## config.mk

```make
export PLATFORM = sky130hd
export DESIGN_NAME = dlmtg_top
export DESIGN_NICKNAME = d
export VERILOG_FILES = /design/src/hdl/dlmtg_pkg.sv /design/src/hdl/dlmtg_top.sv
export VERILOG_INCLUDE_DIRS = /design/src /design/src/hdl
export SDC_FILE = /design/constraint.sdc
export NUM_CORES = 2
export LEC_CHECK = 0
export ABC_AREA = 1
export BUFFER_PORTS_ARGS = -buffer_cell sky130_fd_sc_hd__buf_2
export CORE_ASPECT_RATIO = 1.25
export CORE_UTILIZATION = 40
export CTS_CLUSTER_DIAMETER = 30
export DETAILED_ROUTE_END_ITERATION = 7
export PLACE_DENSITY = 0.54
export SETUP_SLACK_MARGIN = 0.4
export SLEW_MARGIN = 20
export SYNTH_ARGS = -nofsm -noshare
export SYNTH_HDL_FRONTEND = slang
export SYNTH_SLANG_ARGS = --single-unit
```

## constraint.sdc

```tcl
create_clock -name clock_in -period 50.7 [get_ports clock_in]
set_input_delay 10.14 -clock clock_in [delete_from_list [all_inputs] [get_ports clock_in]]
set_output_delay 10.14 -clock clock_in [all_outputs]
set_load 0.02 [all_outputs]
```

## src/hdl/dlmtg_map.svh

```systemverilog
`ifndef DLMTG_MAP_SVH
`define DLMTG_MAP_SVH
`define DLMTG_A_CTRL      12'h000
`define DLMTG_A_ROLL      12'h004
`define DLMTG_A_WIPER     12'h008
`define DLMTG_A_OEM_SPD   12'h00C
`define DLMTG_A_OEM_ACC   12'h010
`define DLMTG_A_DEALER0   12'h014
`define DLMTG_A_DEALER1   12'h018
`define DLMTG_A_MOTOR     12'h01C
`define DLMTG_A_COOL      12'h020
`define DLMTG_A_STATUS    12'h024
`define DLMTG_A_IRQ_STAT  12'h028
`define DLMTG_A_IRQ_MASK  12'h02C
`define DLMTG_A_LIMITS    12'h030
`define DLMTG_ROLL_DEF    7'd40
`define DLMTG_ROLL_MIN    7'd30
`define DLMTG_PCT_FULL    7'd100
`define DLMTG_WIPER_DEF   7'd50
`define DLMTG_FWD_LOW_MAX 7'd10
`define DLMTG_CONT_DEF    8'd12
`define DLMTG_HEAT_DEF    8'd20
`define DLMTG_COOL_DEF    10'd32
`define DLMTG_WIPER_FULL  16'd10000
`define DLMTG_BOOT_MS     2000
`define DLMTG_CLK_MHZ     200
`define DLMTG_IRQ_WAKE    0
`define DLMTG_IRQ_REJ     1
`define DLMTG_IRQ_HOT     2
`define DLMTG_IRQ_COOL    3
`endif

```

## src/hdl/dlmtg_pkg.sv

```systemverilog
package dlmtg_pkg;
  typedef enum logic [1:0] {DLMTG_ASLEEP, DLMTG_BOOT, DLMTG_GUARD}
    dlmtg_roll_t;
  typedef struct packed {
    logic [6:0] fwd_limit;
    logic [6:0] rev_limit;
    logic [6:0] fwd_scale;
    logic [6:0] rev_scale;
  } dlmtg_wiper_t;
  typedef struct packed {
    logic [6:0] speed_pct;
    logic       reverse;
  } dlmtg_demand_t;
endpackage

```

## src/hdl/dlmtg_top.sv

```systemverilog
// Added by the designer: the address map and the APB interface to the registers.
`include "dlmtg_map.svh"
module dlmtg_top #(
  parameter int BOOT_CYCLES = `DLMTG_BOOT_MS * `DLMTG_CLK_MHZ * 1000,
  parameter int SEC_CYCLES  = `DLMTG_CLK_MHZ * 1000000
) (
  // clock and reset
  input  wire  logic                  clock_in,
  input  wire  logic                  rst_n_in,
  input  wire  logic                  clk_en_in,
  // apb slave
  input  wire  logic                  psel_in,
  input  wire  logic                  penable_in,
  input  wire  logic                  pwrite_in,
  input  wire  logic [11:0]           paddr_in,
  input  wire  logic [31:0]           pwdata_in,
  output logic       [31:0]           prdata_out,
  output logic                        pready_out,
  output logic                        pslverr_out,
  // vehicle side
  input  wire  logic                  key_on_in,
  input  wire  logic                  brake_released_in,
  input  wire  logic                  battery_ok_in,
  input  wire  logic [6:0]            vehicle_speed_in,
  input  wire  dlmtg_pkg::dlmtg_demand_t throttle_in,
  input  wire  logic [15:0]           wiper_ohm_in,
  input  wire  logic [7:0]            motor_amp_in,
  input  wire  logic [7:0]            peak_limit_in,
  input  wire  logic [7:0]            other_limit_in,
  // power stage side
  output dlmtg_pkg::dlmtg_demand_t    demand_out,
  output logic [6:0]                  speed_cap_out,
  output logic [7:0]                  current_limit_out,
  output logic                        wake_out,
  output logic                        motion_ctrl_out,
  output logic                        irq_out
);
  import dlmtg_pkg::*;

  logic              wiper_en_r, prot_en_r;
  logic [6:0]        roll_pct_r;
  dlmtg_wiper_t      wiper_r;
  logic [6:0]        oem_fmax_r, oem_rmax_r, oem_flow_r, oem_rlow_r;
  logic [6:0]        oem_acc_r, oem_dec_r;
  logic [6:0]        fmax_r, rmax_r, flow_r, rlow_r;
  logic [6:0]        facc_r, racc_r, fdec_r, rdec_r;
  logic [7:0]        cont_r, heat_s_r;
  logic [9:0]        cool_s_r;
  logic [3:0]        irq_stat_r, irq_mask_r;
  logic [3:0]        evt;
  dlmtg_roll_t       roll_r;
  logic [31:0]       boot_cnt_r;
  logic              hot_r;
  logic [47:0]       heat_acc_r;
  logic [47:0]       cool_cnt_r;
  logic              wr, rd_ok;
  logic              rejected;

  assign wr          = psel_in & penable_in & pwrite_in & clk_en_in;
  assign pready_out  = 1'b1;
  assign pslverr_out = psel_in & penable_in & ~rd_ok;

  function automatic logic [6:0] pct(input logic [31:0] v);
    pct = (v[6:0] > `DLMTG_PCT_FULL) ? `DLMTG_PCT_FULL : v[6:0];
  endfunction

  // configuration writes; out-of-bound dealer speed values leave old value, acceleration values are clamped
  always_ff @(posedge clock_in)
  begin
    if (!rst_n_in)
    begin
      wiper_en_r <= 1'b0;
      prot_en_r  <= 1'b0;
      roll_pct_r <= `DLMTG_ROLL_DEF;
      wiper_r    <= {4{`DLMTG_WIPER_DEF}};
      oem_fmax_r <= `DLMTG_PCT_FULL;
      oem_rmax_r <= `DLMTG_PCT_FULL;
      oem_flow_r <= 7'h00;
      oem_rlow_r <= 7'h00;
      oem_acc_r  <= `DLMTG_PCT_FULL;
      oem_dec_r  <= `DLMTG_PCT_FULL;
      fmax_r     <= `DLMTG_PCT_FULL;
      rmax_r     <= `DLMTG_PCT_FULL;
      flow_r     <= 7'h00;
      rlow_r     <= 7'h00;
      {facc_r, racc_r, fdec_r, rdec_r} <= {4{`DLMTG_PCT_FULL}};
      cont_r     <= `DLMTG_CONT_DEF;
      heat_s_r   <= `DLMTG_HEAT_DEF;
      cool_s_r   <= `DLMTG_COOL_DEF;
      irq_mask_r <= 4'h0;
    end
    else if (wr)
    begin
      case (paddr_in)
        `DLMTG_A_CTRL:
        begin
          wiper_en_r <= pwdata_in[0];
          prot_en_r  <= pwdata_in[1];
        end
        `DLMTG_A_ROLL:
          roll_pct_r <= (pct(pwdata_in) < `DLMTG_ROLL_MIN) ?
                        `DLMTG_ROLL_MIN : pct(pwdata_in);
        `DLMTG_A_WIPER:
          wiper_r <= {pct(pwdata_in),
                      pct({25'h0, pwdata_in[14:8]}),
                      pct({25'h0, pwdata_in[22:16]}),
                      pct({25'h0, pwdata_in[30:24]})};
        `DLMTG_A_OEM_SPD:
        begin
          oem_fmax_r <= pct({25'h0, pwdata_in[30:24]});
          oem_rmax_r <= pct({25'h0, pwdata_in[22:16]});
          oem_flow_r <= (pwdata_in[14:8] > `DLMTG_FWD_LOW_MAX) ?
                        `DLMTG_FWD_LOW_MAX : pwdata_in[14:8];
          oem_rlow_r <= pct(pwdata_in);
        end
        `DLMTG_A_OEM_ACC:
        begin
          oem_acc_r <= pct({25'h0, pwdata_in[14:8]});
          oem_dec_r <= pct(pwdata_in);
        end
        `DLMTG_A_DEALER0:
        begin
          if (pct({25'h0, pwdata_in[30:24]}) <= oem_fmax_r)
            fmax_r <= pct({25'h0, pwdata_in[30:24]});
          if (pct({25'h0, pwdata_in[22:16]}) <= oem_rmax_r)
            rmax_r <= pct({25'h0, pwdata_in[22:16]});
          if (pct({25'h0, pwdata_in[14:8]}) >= oem_flow_r)
            flow_r <= pct({25'h0, pwdata_in[14:8]});
          if (pct(pwdata_in) >= oem_rlow_r)
            rlow_r <= pct(pwdata_in);
        end
        `DLMTG_A_DEALER1:
        begin
          // acceleration values are clamped rather than refused
          facc_r <= (pct({25'h0, pwdata_in[30:24]}) > oem_acc_r) ?
                    oem_acc_r : pct({25'h0, pwdata_in[30:24]});
          racc_r <= (pct({25'h0, pwdata_in[22:16]}) > oem_acc_r) ?
                    oem_acc_r : pct({25'h0, pwdata_in[22:16]});
          fdec_r <= (pct({25'h0, pwdata_in[14:8]}) > oem_dec_r) ?
                    oem_dec_r : pct({25'h0, pwdata_in[14:8]});
          rdec_r <= (pct(pwdata_in) > oem_dec_r) ?
                    oem_dec_r : pct(pwdata_in);
        end
        `DLMTG_A_MOTOR:
        begin
          cont_r   <= pwdata_in[7:0];
          heat_s_r <= pwdata_in[15:8];
        end
        `DLMTG_A_COOL:
          cool_s_r <= pwdata_in[9:0];
        `DLMTG_A_IRQ_MASK:
          irq_mask_r <= pwdata_in[3:0];
        default:
          irq_mask_r <= irq_mask_r;
      endcase
    end
  end

  assign rejected = wr && (paddr_in == `DLMTG_A_DEALER0) &&
    ((pct({25'h0, pwdata_in[30:24]}) > oem_fmax_r) ||
     (pct({25'h0, pwdata_in[22:16]}) > oem_rmax_r) ||
     (pct({25'h0, pwdata_in[14:8]}) < oem_flow_r) ||
     (pct(pwdata_in) < oem_rlow_r));

  // roll-away guard; battery absence does not change the behaviour
  always_ff @(posedge clock_in)
  begin
    if (!rst_n_in)
    begin
      roll_r     <= DLMTG_ASLEEP;
      boot_cnt_r <= 32'h0;
    end
    else if (clk_en_in)
    begin
      case (roll_r)
        DLMTG_ASLEEP:
          if (!key_on_in && brake_released_in &&
              vehicle_speed_in > roll_pct_r)
          begin
            roll_r     <= DLMTG_BOOT;
            boot_cnt_r <= 32'h0;
          end
        DLMTG_BOOT:
          if (boot_cnt_r == BOOT_CYCLES - 1)
            roll_r <= DLMTG_GUARD;
          else
            boot_cnt_r <= boot_cnt_r + 32'h1;
        DLMTG_GUARD:
          if (key_on_in || !brake_released_in)
            roll_r <= DLMTG_ASLEEP;
        default:
          roll_r <= DLMTG_ASLEEP;
      endcase
    end
  end

  assign wake_out        = (roll_r != DLMTG_ASLEEP);
  assign motion_ctrl_out = key_on_in ? 1'b1 : (roll_r == DLMTG_GUARD);

  // wiper factor: 0 at zero ohms, 100 at full resistance and above
  logic [6:0]  wfrac;
  logic [6:0]  lim_f, lim_r, scl_f, scl_r;
  logic [13:0] scaled;
  logic [6:0]  dir_max, cap;

  assign wfrac = (wiper_ohm_in >= `DLMTG_WIPER_FULL) ? `DLMTG_PCT_FULL :
                 7'((32'(wiper_ohm_in) * 100) / 32'(`DLMTG_WIPER_FULL));

  function automatic logic [6:0] blend(input logic [6:0] s,
                                       input logic [6:0] f);
    // linear from setting at zero ohms to full at the top
    blend = 7'(32'(s) + ((32'(`DLMTG_PCT_FULL) - 32'(s)) * 32'(f)) / 100);
  endfunction

  always_comb
  begin
    lim_f = `DLMTG_PCT_FULL;
    lim_r = `DLMTG_PCT_FULL;
    scl_f = `DLMTG_PCT_FULL;
    scl_r = `DLMTG_PCT_FULL;
    if (wiper_en_r)
    begin
      lim_f = blend(wiper_r.fwd_limit, wfrac);
      lim_r = blend(wiper_r.rev_limit, wfrac);
      scl_f = blend(wiper_r.fwd_scale, wfrac);
      scl_r = blend(wiper_r.rev_scale, wfrac);
    end
  end

  assign scaled  = 14'(throttle_in.speed_pct) *
                   14'(throttle_in.reverse ? scl_r : scl_f);
  assign dir_max = throttle_in.reverse ? rmax_r : fmax_r;
  assign cap     = throttle_in.reverse ?
                   ((lim_r < rmax_r) ? lim_r : rmax_r) :
                   ((lim_f < fmax_r) ? lim_f : fmax_r);

  // thermal model: each cycle of excess current while not hot adds motor_amp_in minus cont_r
  logic [47:0] heat_full;
  logic        hot_enter;
  assign heat_full = 48'(peak_limit_in > cont_r ?
                     peak_limit_in - cont_r : 8'h0) *
                     48'(heat_s_r) * 48'(SEC_CYCLES);
  assign hot_enter = prot_en_r && !hot_r && heat_acc_r >= heat_full;

  always_ff @(posedge clock_in)
  begin
    if (!rst_n_in)
    begin
      hot_r      <= 1'b0;
      heat_acc_r <= 48'h0;
      cool_cnt_r <= 48'h0;
    end
    else if (clk_en_in)
    begin
      if (!prot_en_r)
      begin
        hot_r      <= 1'b0;
        heat_acc_r <= 48'h0;
        cool_cnt_r <= 48'h0;
      end
      else if (!hot_r)
      begin
        if (hot_enter)
        begin
          hot_r      <= 1'b1;
          cool_cnt_r <= 48'h0;
        end
        else if (motor_amp_in > cont_r)
          heat_acc_r <= heat_acc_r + 48'(motor_amp_in - cont_r);
      end
      else if (motor_amp_in >= cont_r)
        cool_cnt_r <= 48'h0;
      else if (cool_cnt_r >= 48'(cool_s_r) * 48'(SEC_CYCLES))
      begin
        hot_r      <= 1'b0;
        heat_acc_r <= 48'h0;
      end
      else
        cool_cnt_r <= cool_cnt_r + 48'h1;
    end
  end

  // demand, speed cap and current limit outputs registered
  logic [7:0] prot_lim, lim_min;
  assign prot_lim = hot_r ? cont_r : peak_limit_in;
  assign lim_min  = (prot_lim < other_limit_in) ?
                    prot_lim : other_limit_in;

  always_ff @(posedge clock_in)
  begin
    if (!rst_n_in)
    begin
      demand_out        <= '0;
      speed_cap_out     <= 7'h00;
      current_limit_out <= 8'h00;
    end
    else if (clk_en_in)
    begin
      demand_out.reverse   <= throttle_in.reverse;
      demand_out.speed_pct <= (roll_r == DLMTG_GUARD && !key_on_in) ?
                              7'h00 : 7'(scaled / 14'd100);
      speed_cap_out        <= (!key_on_in && roll_r == DLMTG_GUARD) ?
                              ((roll_pct_r < cap) ? roll_pct_r : cap) :
                              ((dir_max < cap) ? dir_max : cap);
      current_limit_out    <= lim_min;
    end
  end

  // interrupts: set wins over write-one clear
  assign evt[`DLMTG_IRQ_WAKE] = clk_en_in && roll_r == DLMTG_ASLEEP &&
    !key_on_in && brake_released_in && vehicle_speed_in > roll_pct_r;
  assign evt[`DLMTG_IRQ_REJ]  = rejected;
  assign evt[`DLMTG_IRQ_HOT]  = clk_en_in && hot_enter;
  assign evt[`DLMTG_IRQ_COOL] = clk_en_in && hot_r && prot_en_r &&
    motor_amp_in < cont_r && cool_cnt_r >= 48'(cool_s_r) * 48'(SEC_CYCLES);

  always_ff @(posedge clock_in)
  begin
    if (!rst_n_in)
      irq_stat_r <= 4'h0;
    else if (clk_en_in)
      irq_stat_r <= (irq_stat_r & ~((wr && paddr_in == `DLMTG_A_IRQ_STAT) ?
                    pwdata_in[3:0] : 4'h0)) | evt;
  end

  assign irq_out = |(irq_stat_r & irq_mask_r);

  always_comb
  begin
    rd_ok      = 1'b1;
    prdata_out = 32'h0;
    case (paddr_in)
      `DLMTG_A_CTRL:     prdata_out = {30'h0, prot_en_r, wiper_en_r};
      `DLMTG_A_ROLL:     prdata_out = {25'h0, roll_pct_r};
      `DLMTG_A_WIPER:    prdata_out = {1'b0, wiper_r.rev_scale, 1'b0,
                           wiper_r.fwd_scale, 1'b0, wiper_r.rev_limit,
                           1'b0, wiper_r.fwd_limit};
      `DLMTG_A_OEM_SPD:  prdata_out = {1'b0, oem_fmax_r, 1'b0, oem_rmax_r,
                           1'b0, oem_flow_r, 1'b0, oem_rlow_r};
      `DLMTG_A_OEM_ACC:  prdata_out = {17'h0, oem_acc_r, 1'b0, oem_dec_r};
      `DLMTG_A_DEALER0:  prdata_out = {1'b0, fmax_r, 1'b0, rmax_r,
                           1'b0, flow_r, 1'b0, rlow_r};
      `DLMTG_A_DEALER1:  prdata_out = {1'b0, facc_r, 1'b0, racc_r,
                           1'b0, fdec_r, 1'b0, rdec_r};
      `DLMTG_A_MOTOR:    prdata_out = {16'h0, heat_s_r, cont_r};
      `DLMTG_A_COOL:     prdata_out = {22'h0, cool_s_r};
      `DLMTG_A_STATUS:   prdata_out = {28'h0, hot_r, motion_ctrl_out,
                           roll_r};
      `DLMTG_A_IRQ_STAT: prdata_out = {28'h0, irq_stat_r};
      `DLMTG_A_IRQ_MASK: prdata_out = {28'h0, irq_mask_r};
      `DLMTG_A_LIMITS:   prdata_out = {17'h0, current_limit_out,
                           speed_cap_out};
      default:           rd_ok = 1'b0;
    endcase
  end
endmodule

```

==> impl_metrics.prom <==
# TYPE chip_impl_metric gauge
chip_impl_metric{name="seq_total_area_yosys",unit="%"} 10.9
chip_impl_metric{name="detail_route.wl_per_cell",unit="µm"} 16.5
chip_impl_metric{name="postSynthRegisterBits",unit=""} 323
chip_impl_metric{name="cp_num_buf_inv",unit=""} 40
chip_impl_metric{name="syn_avg_cell_area",unit="µm²"} 6.96
chip_impl_metric{name="postCtsHoldBufs",unit=""} 0
chip_impl_metric{name="postRouteWirelength",unit="mm"} 176
chip_impl_metric{name="numCtsBuffers",unit=""} 93
chip_impl_info{name="setup.worst_path.end_class",value="flip-flop"} 1
chip_impl_metric{name="place_hpwl",unit="mm"} 149
chip_impl_metric{name="synth-adder-area-share",unit="%"} 35.6
chip_impl_metric{name="timing.critical_path.arrival",unit="ns"} 46.44
chip_impl_metric{name="layout-area-overhead-vs-synth",unit="%"} 10.3
chip_impl_info{name="grt_setup_unrepaired",value="no"} 1
chip_impl_metric{name="detailedRoute.firstPassIterationCount",unit=""} 5
chip_impl_metric{name="cts_setup_buffers",unit=""} 0
chip_impl_metric{name="die_y",unit="µm"} 433
chip_impl_info{name="timing.critical_path.slowest_stage_cell",value="fa_1"} 1
chip_impl_metric{name="cts_num_sinks",unit=""} 323
chip_impl_metric{name="dp_cells",unit=""} 10500
chip_impl_metric{name="post_route_antenna_net_violation_count",unit=""} 0
chip_impl_metric{name="xor_xnor_fraction_of_synth_area",unit="%"} 4.67
chip_impl_metric{name="die-width",unit="µm"} 347
chip_impl_metric{name="finish.instance_area",unit="µm²"} 65600
chip_impl_info{name="combinational_family_with_the_most_area_after_synthesis",value="adder cells"} 1
chip_impl_metric{name="core.rowCount",unit=""} 157
chip_impl_info{name="cpLargestDelayFamily",value="simple AND/OR/NAND/NOR gates"} 1
chip_impl_metric{name="synthesis.area",unit="µm²"} 59400
chip_impl_metric{name="hold_viol",unit=""} 0
chip_impl_metric{name="tightest_slew",unit="ns"} 1.16
chip_impl_metric{name="post_route_cells_drive_above_1_share",unit="%"} 6.46
chip_impl_info{name="cts_tree",value="built"} 1
chip_impl_metric{name="synth.mux.area_fraction",unit="%"} 0.0168
chip_impl_metric{name="viasPerCell",unit=""} 5.06
chip_impl_metric{name="setup-violations-final",unit=""} 0
chip_impl_metric{name="antenna_violations_before_repair",unit=""} 12
chip_impl_metric{name="grt_util_all_layers",unit="%"} 23.7
chip_impl_info{name="mostFrequentLayoutCells",value="1,852 x inv_1, 1,796 x nand2_1, 736 x ha_1"} 1
chip_impl_metric{name="core_utilization_of_the_finished_layout",unit="%"} 44.6
chip_impl_info{name="min_path_type",value="flip-flop to flip-flop"} 1
chip_impl_metric{name="gr-total-overflow",unit=""} 0
chip_impl_metric{name="drt_first_iter_violations",unit=""} 2669
chip_impl_metric{name="synth_area_in_compound_gates",unit="%"} 12.6
chip_impl_metric{name="die_area",unit="µm²"} 150000
chip_impl_metric{name="synth.yosys.warnings",unit=""} 0
chip_impl_metric{name="fin_skew",unit="ns"} 0.0363
chip_impl_metric{name="ratio_of_final_minimum_period_to_clock_period",unit="%"} 90.6
chip_impl_metric{name="cp_data_required_time",unit="ns"} 51.22
chip_impl_info{name="critPathKind",value="input pin to flip-flop"} 1
chip_impl_info{name="crit_start_category",value="input pin"} 1
chip_impl_metric{name="layout.cells.non_filler",unit=""} 10700
chip_impl_metric{name="synth_enable_flop_cells",unit=""} 0
chip_impl_metric{name="postSynthCellCount",unit=""} 8536
chip_impl_metric{name="headroom_to_the_max_slew_limit",unit="%"} 22.2
chip_impl_metric{name="cts.repair.resized",unit=""} 0
chip_impl_info{name="status",value="finished clean"} 1
chip_impl_info{name="cts_root_buffer",value="clkbuf_16"} 1
chip_impl_metric{name="h_tree_depth",unit=""} 3
chip_impl_metric{name="num_io_pins",unit=""} 168
chip_impl_metric{name="grt_pass1_wl",unit="mm"} 285
chip_impl_metric{name="clk_pin_slew",unit="ns"} 0.04
chip_impl_info{name="cp_common_cell",value="nand2_1"} 1
chip_impl_metric{name="dr_total_vias",unit=""} 54000
chip_impl_metric{name="setup_total_negative_slack",unit="ns"} 0
chip_impl_metric{name="insertion_delay",unit="ns"} 0.68
chip_impl_metric{name="finalMaxSlewViolations",unit=""} 0
chip_impl_metric{name="crit_path_max_fanout",unit=""} 23
chip_impl_metric{name="async_reset_ff_share",unit="%"} 0
chip_impl_metric{name="max_clock_freq",unit="GHz"} 0.0218
chip_impl_metric{name="final_period_minus_worst_setup_slack",unit="ns"} 45.92
chip_impl_metric{name="synth_simple_gate_area_share",unit="%"} 23.0
chip_impl_metric{name="finalNetCount",unit=""} 10100
chip_impl_metric{name="synth_cell_types",unit=""} 70
chip_impl_metric{name="maxCapViolations",unit=""} 0
chip_impl_metric{name="place.gp.congestion",unit=""} 0.967
chip_impl_metric{name="effective_utilization_at_floorplan",unit="%"} 40.4
chip_impl_info{name="mostFrequentLayoutCell",value="inv_1"} 1
chip_impl_metric{name="core_region_area",unit="µm²"} 147000
chip_impl_metric{name="io_buffer_count",unit=""} 161
chip_impl_metric{name="place_area",unit="µm²"} 62300
chip_impl_info{name="ys.flop_type",value="dfxtp_1"} 1
chip_impl_metric{name="drc_violation_count_after_routing",unit=""} 0
chip_impl_metric{name="max-clock-path-buffers",unit=""} 3
chip_impl_metric{name="first_global_vias",unit=""} 54300
chip_impl_metric{name="pin_count_of_the_biggest_net_entering_global_routing",unit=""} 98
chip_impl_metric{name="critPathMaxStageDelay",unit="ns"} 0.55
-- layer usage --
| metal | GRT usage [%] | routed length [µm] | up-vias |
|---|---|---|---|
| met5 | 0 | 57 | - |
| li1 | - | - | 27200 |
| met2 | 43.1 | 87800 | 1052 |
| met4 | 10.1 | 7410 | 10 |
| met3 | 3.13 | 8420 | 318 |
| met1 | 27.7 | 72200 | 25400 |
-- layout make-up --
class	instances	area [µm²]
antenna	2	5.00
clock buffer	128	2610
clock inverter	42	632
fill	15200	81400
inverter	1886	7080
multi-input combinational	6174	45200
sequential	323	6470
tap	1908	2390
timing repair buffer	203	1140
-- registers in the layout, summed over array words and instances (netlist names), 8 cells and up --
signal	flops
cool_cnt_r	48
heat_acc_r	48
boot_cnt_r	32
wiper_r	28
cool_s_r	10
cont_r	8
current_limit_out	8
demand_out	8
heat_s_r	8
-- cells in the mapped netlist (all sizes together) (5+ instances only) --
cell type  number  area (µm²)
inv          1880        7060
nand2        1850        7120
ha            736        9210
nor2          675        2760
fa            598       12000
a21oi         574        2880
nand3         424        2250
o21ai         406        2040
dfxtp         323        6470
xor2          219        1940
clkbuf        124         465
xnor2          95         832
nand4          87         544
nor3           80         400
o211ai         67         503
o22ai          39         244
o21a           34         255
or2            32         203
buf            30         260
o21bai         29         221
a221oi         23         201
o221ai         20         175
a211oi         19         143
a21o           19         143
nand3b         18         135
o2111ai        18         158
nor4           14        87.6
a31oi          13        81.3
and2           12        75.1
a21boi         11        82.6
o31ai          11        82.6
a22oi          10        75.1
a221o           6        60.1
clkinv          6        22.5
nor3b           5        37.5
-- through the flow --
stage	setup WS, ns	hold WS (ns)
after floorplan	11.19	0.419
after global placement	4.02	0.426
after detailed placement	3.54	0.432
after CTS	4.18	0.439
after global routing	0.451	0.456
final	4.78	0.441
-- worst min-delay path: stages, from the launching register on --
cell	delay [ns]
dfxtp_1	0.30
nand2_1	0.06
nor2_1	0.03
-- path summary, 6_finish.rpt --
check	from	to	slack (ns)	depth (start not counted)
max	wiper_ohm_in[2]	demand_out[1]	4.78	239
min	cool_cnt_r[46]	cool_cnt_r[46]	0.44	2
max reg2reg	wiper_r[7]	demand_out[1]	25.38	166
min reg2reg	cool_cnt_r[46]	cool_cnt_r[46]	0.44	2
-- cell families (layout without fill, tap and decap cells) --
group | Yosys count | count (layout)
AND/OR/NAND/NOR | 3205 | 3205
buffers and inverters | 2040 | 2259
adder cells (fa/ha/maj) | 1334 | 1334
AO/OA/AOI/OAI | 1317 | 1317
flip-flops | 323 | 323
XOR/XNOR | 314 | 314
other | 2 | 5
multiplexers | 1 | 1
Power is not shown: default switching activity piles up to over one toggle a cycle in this logic, so the estimate is an artifact.
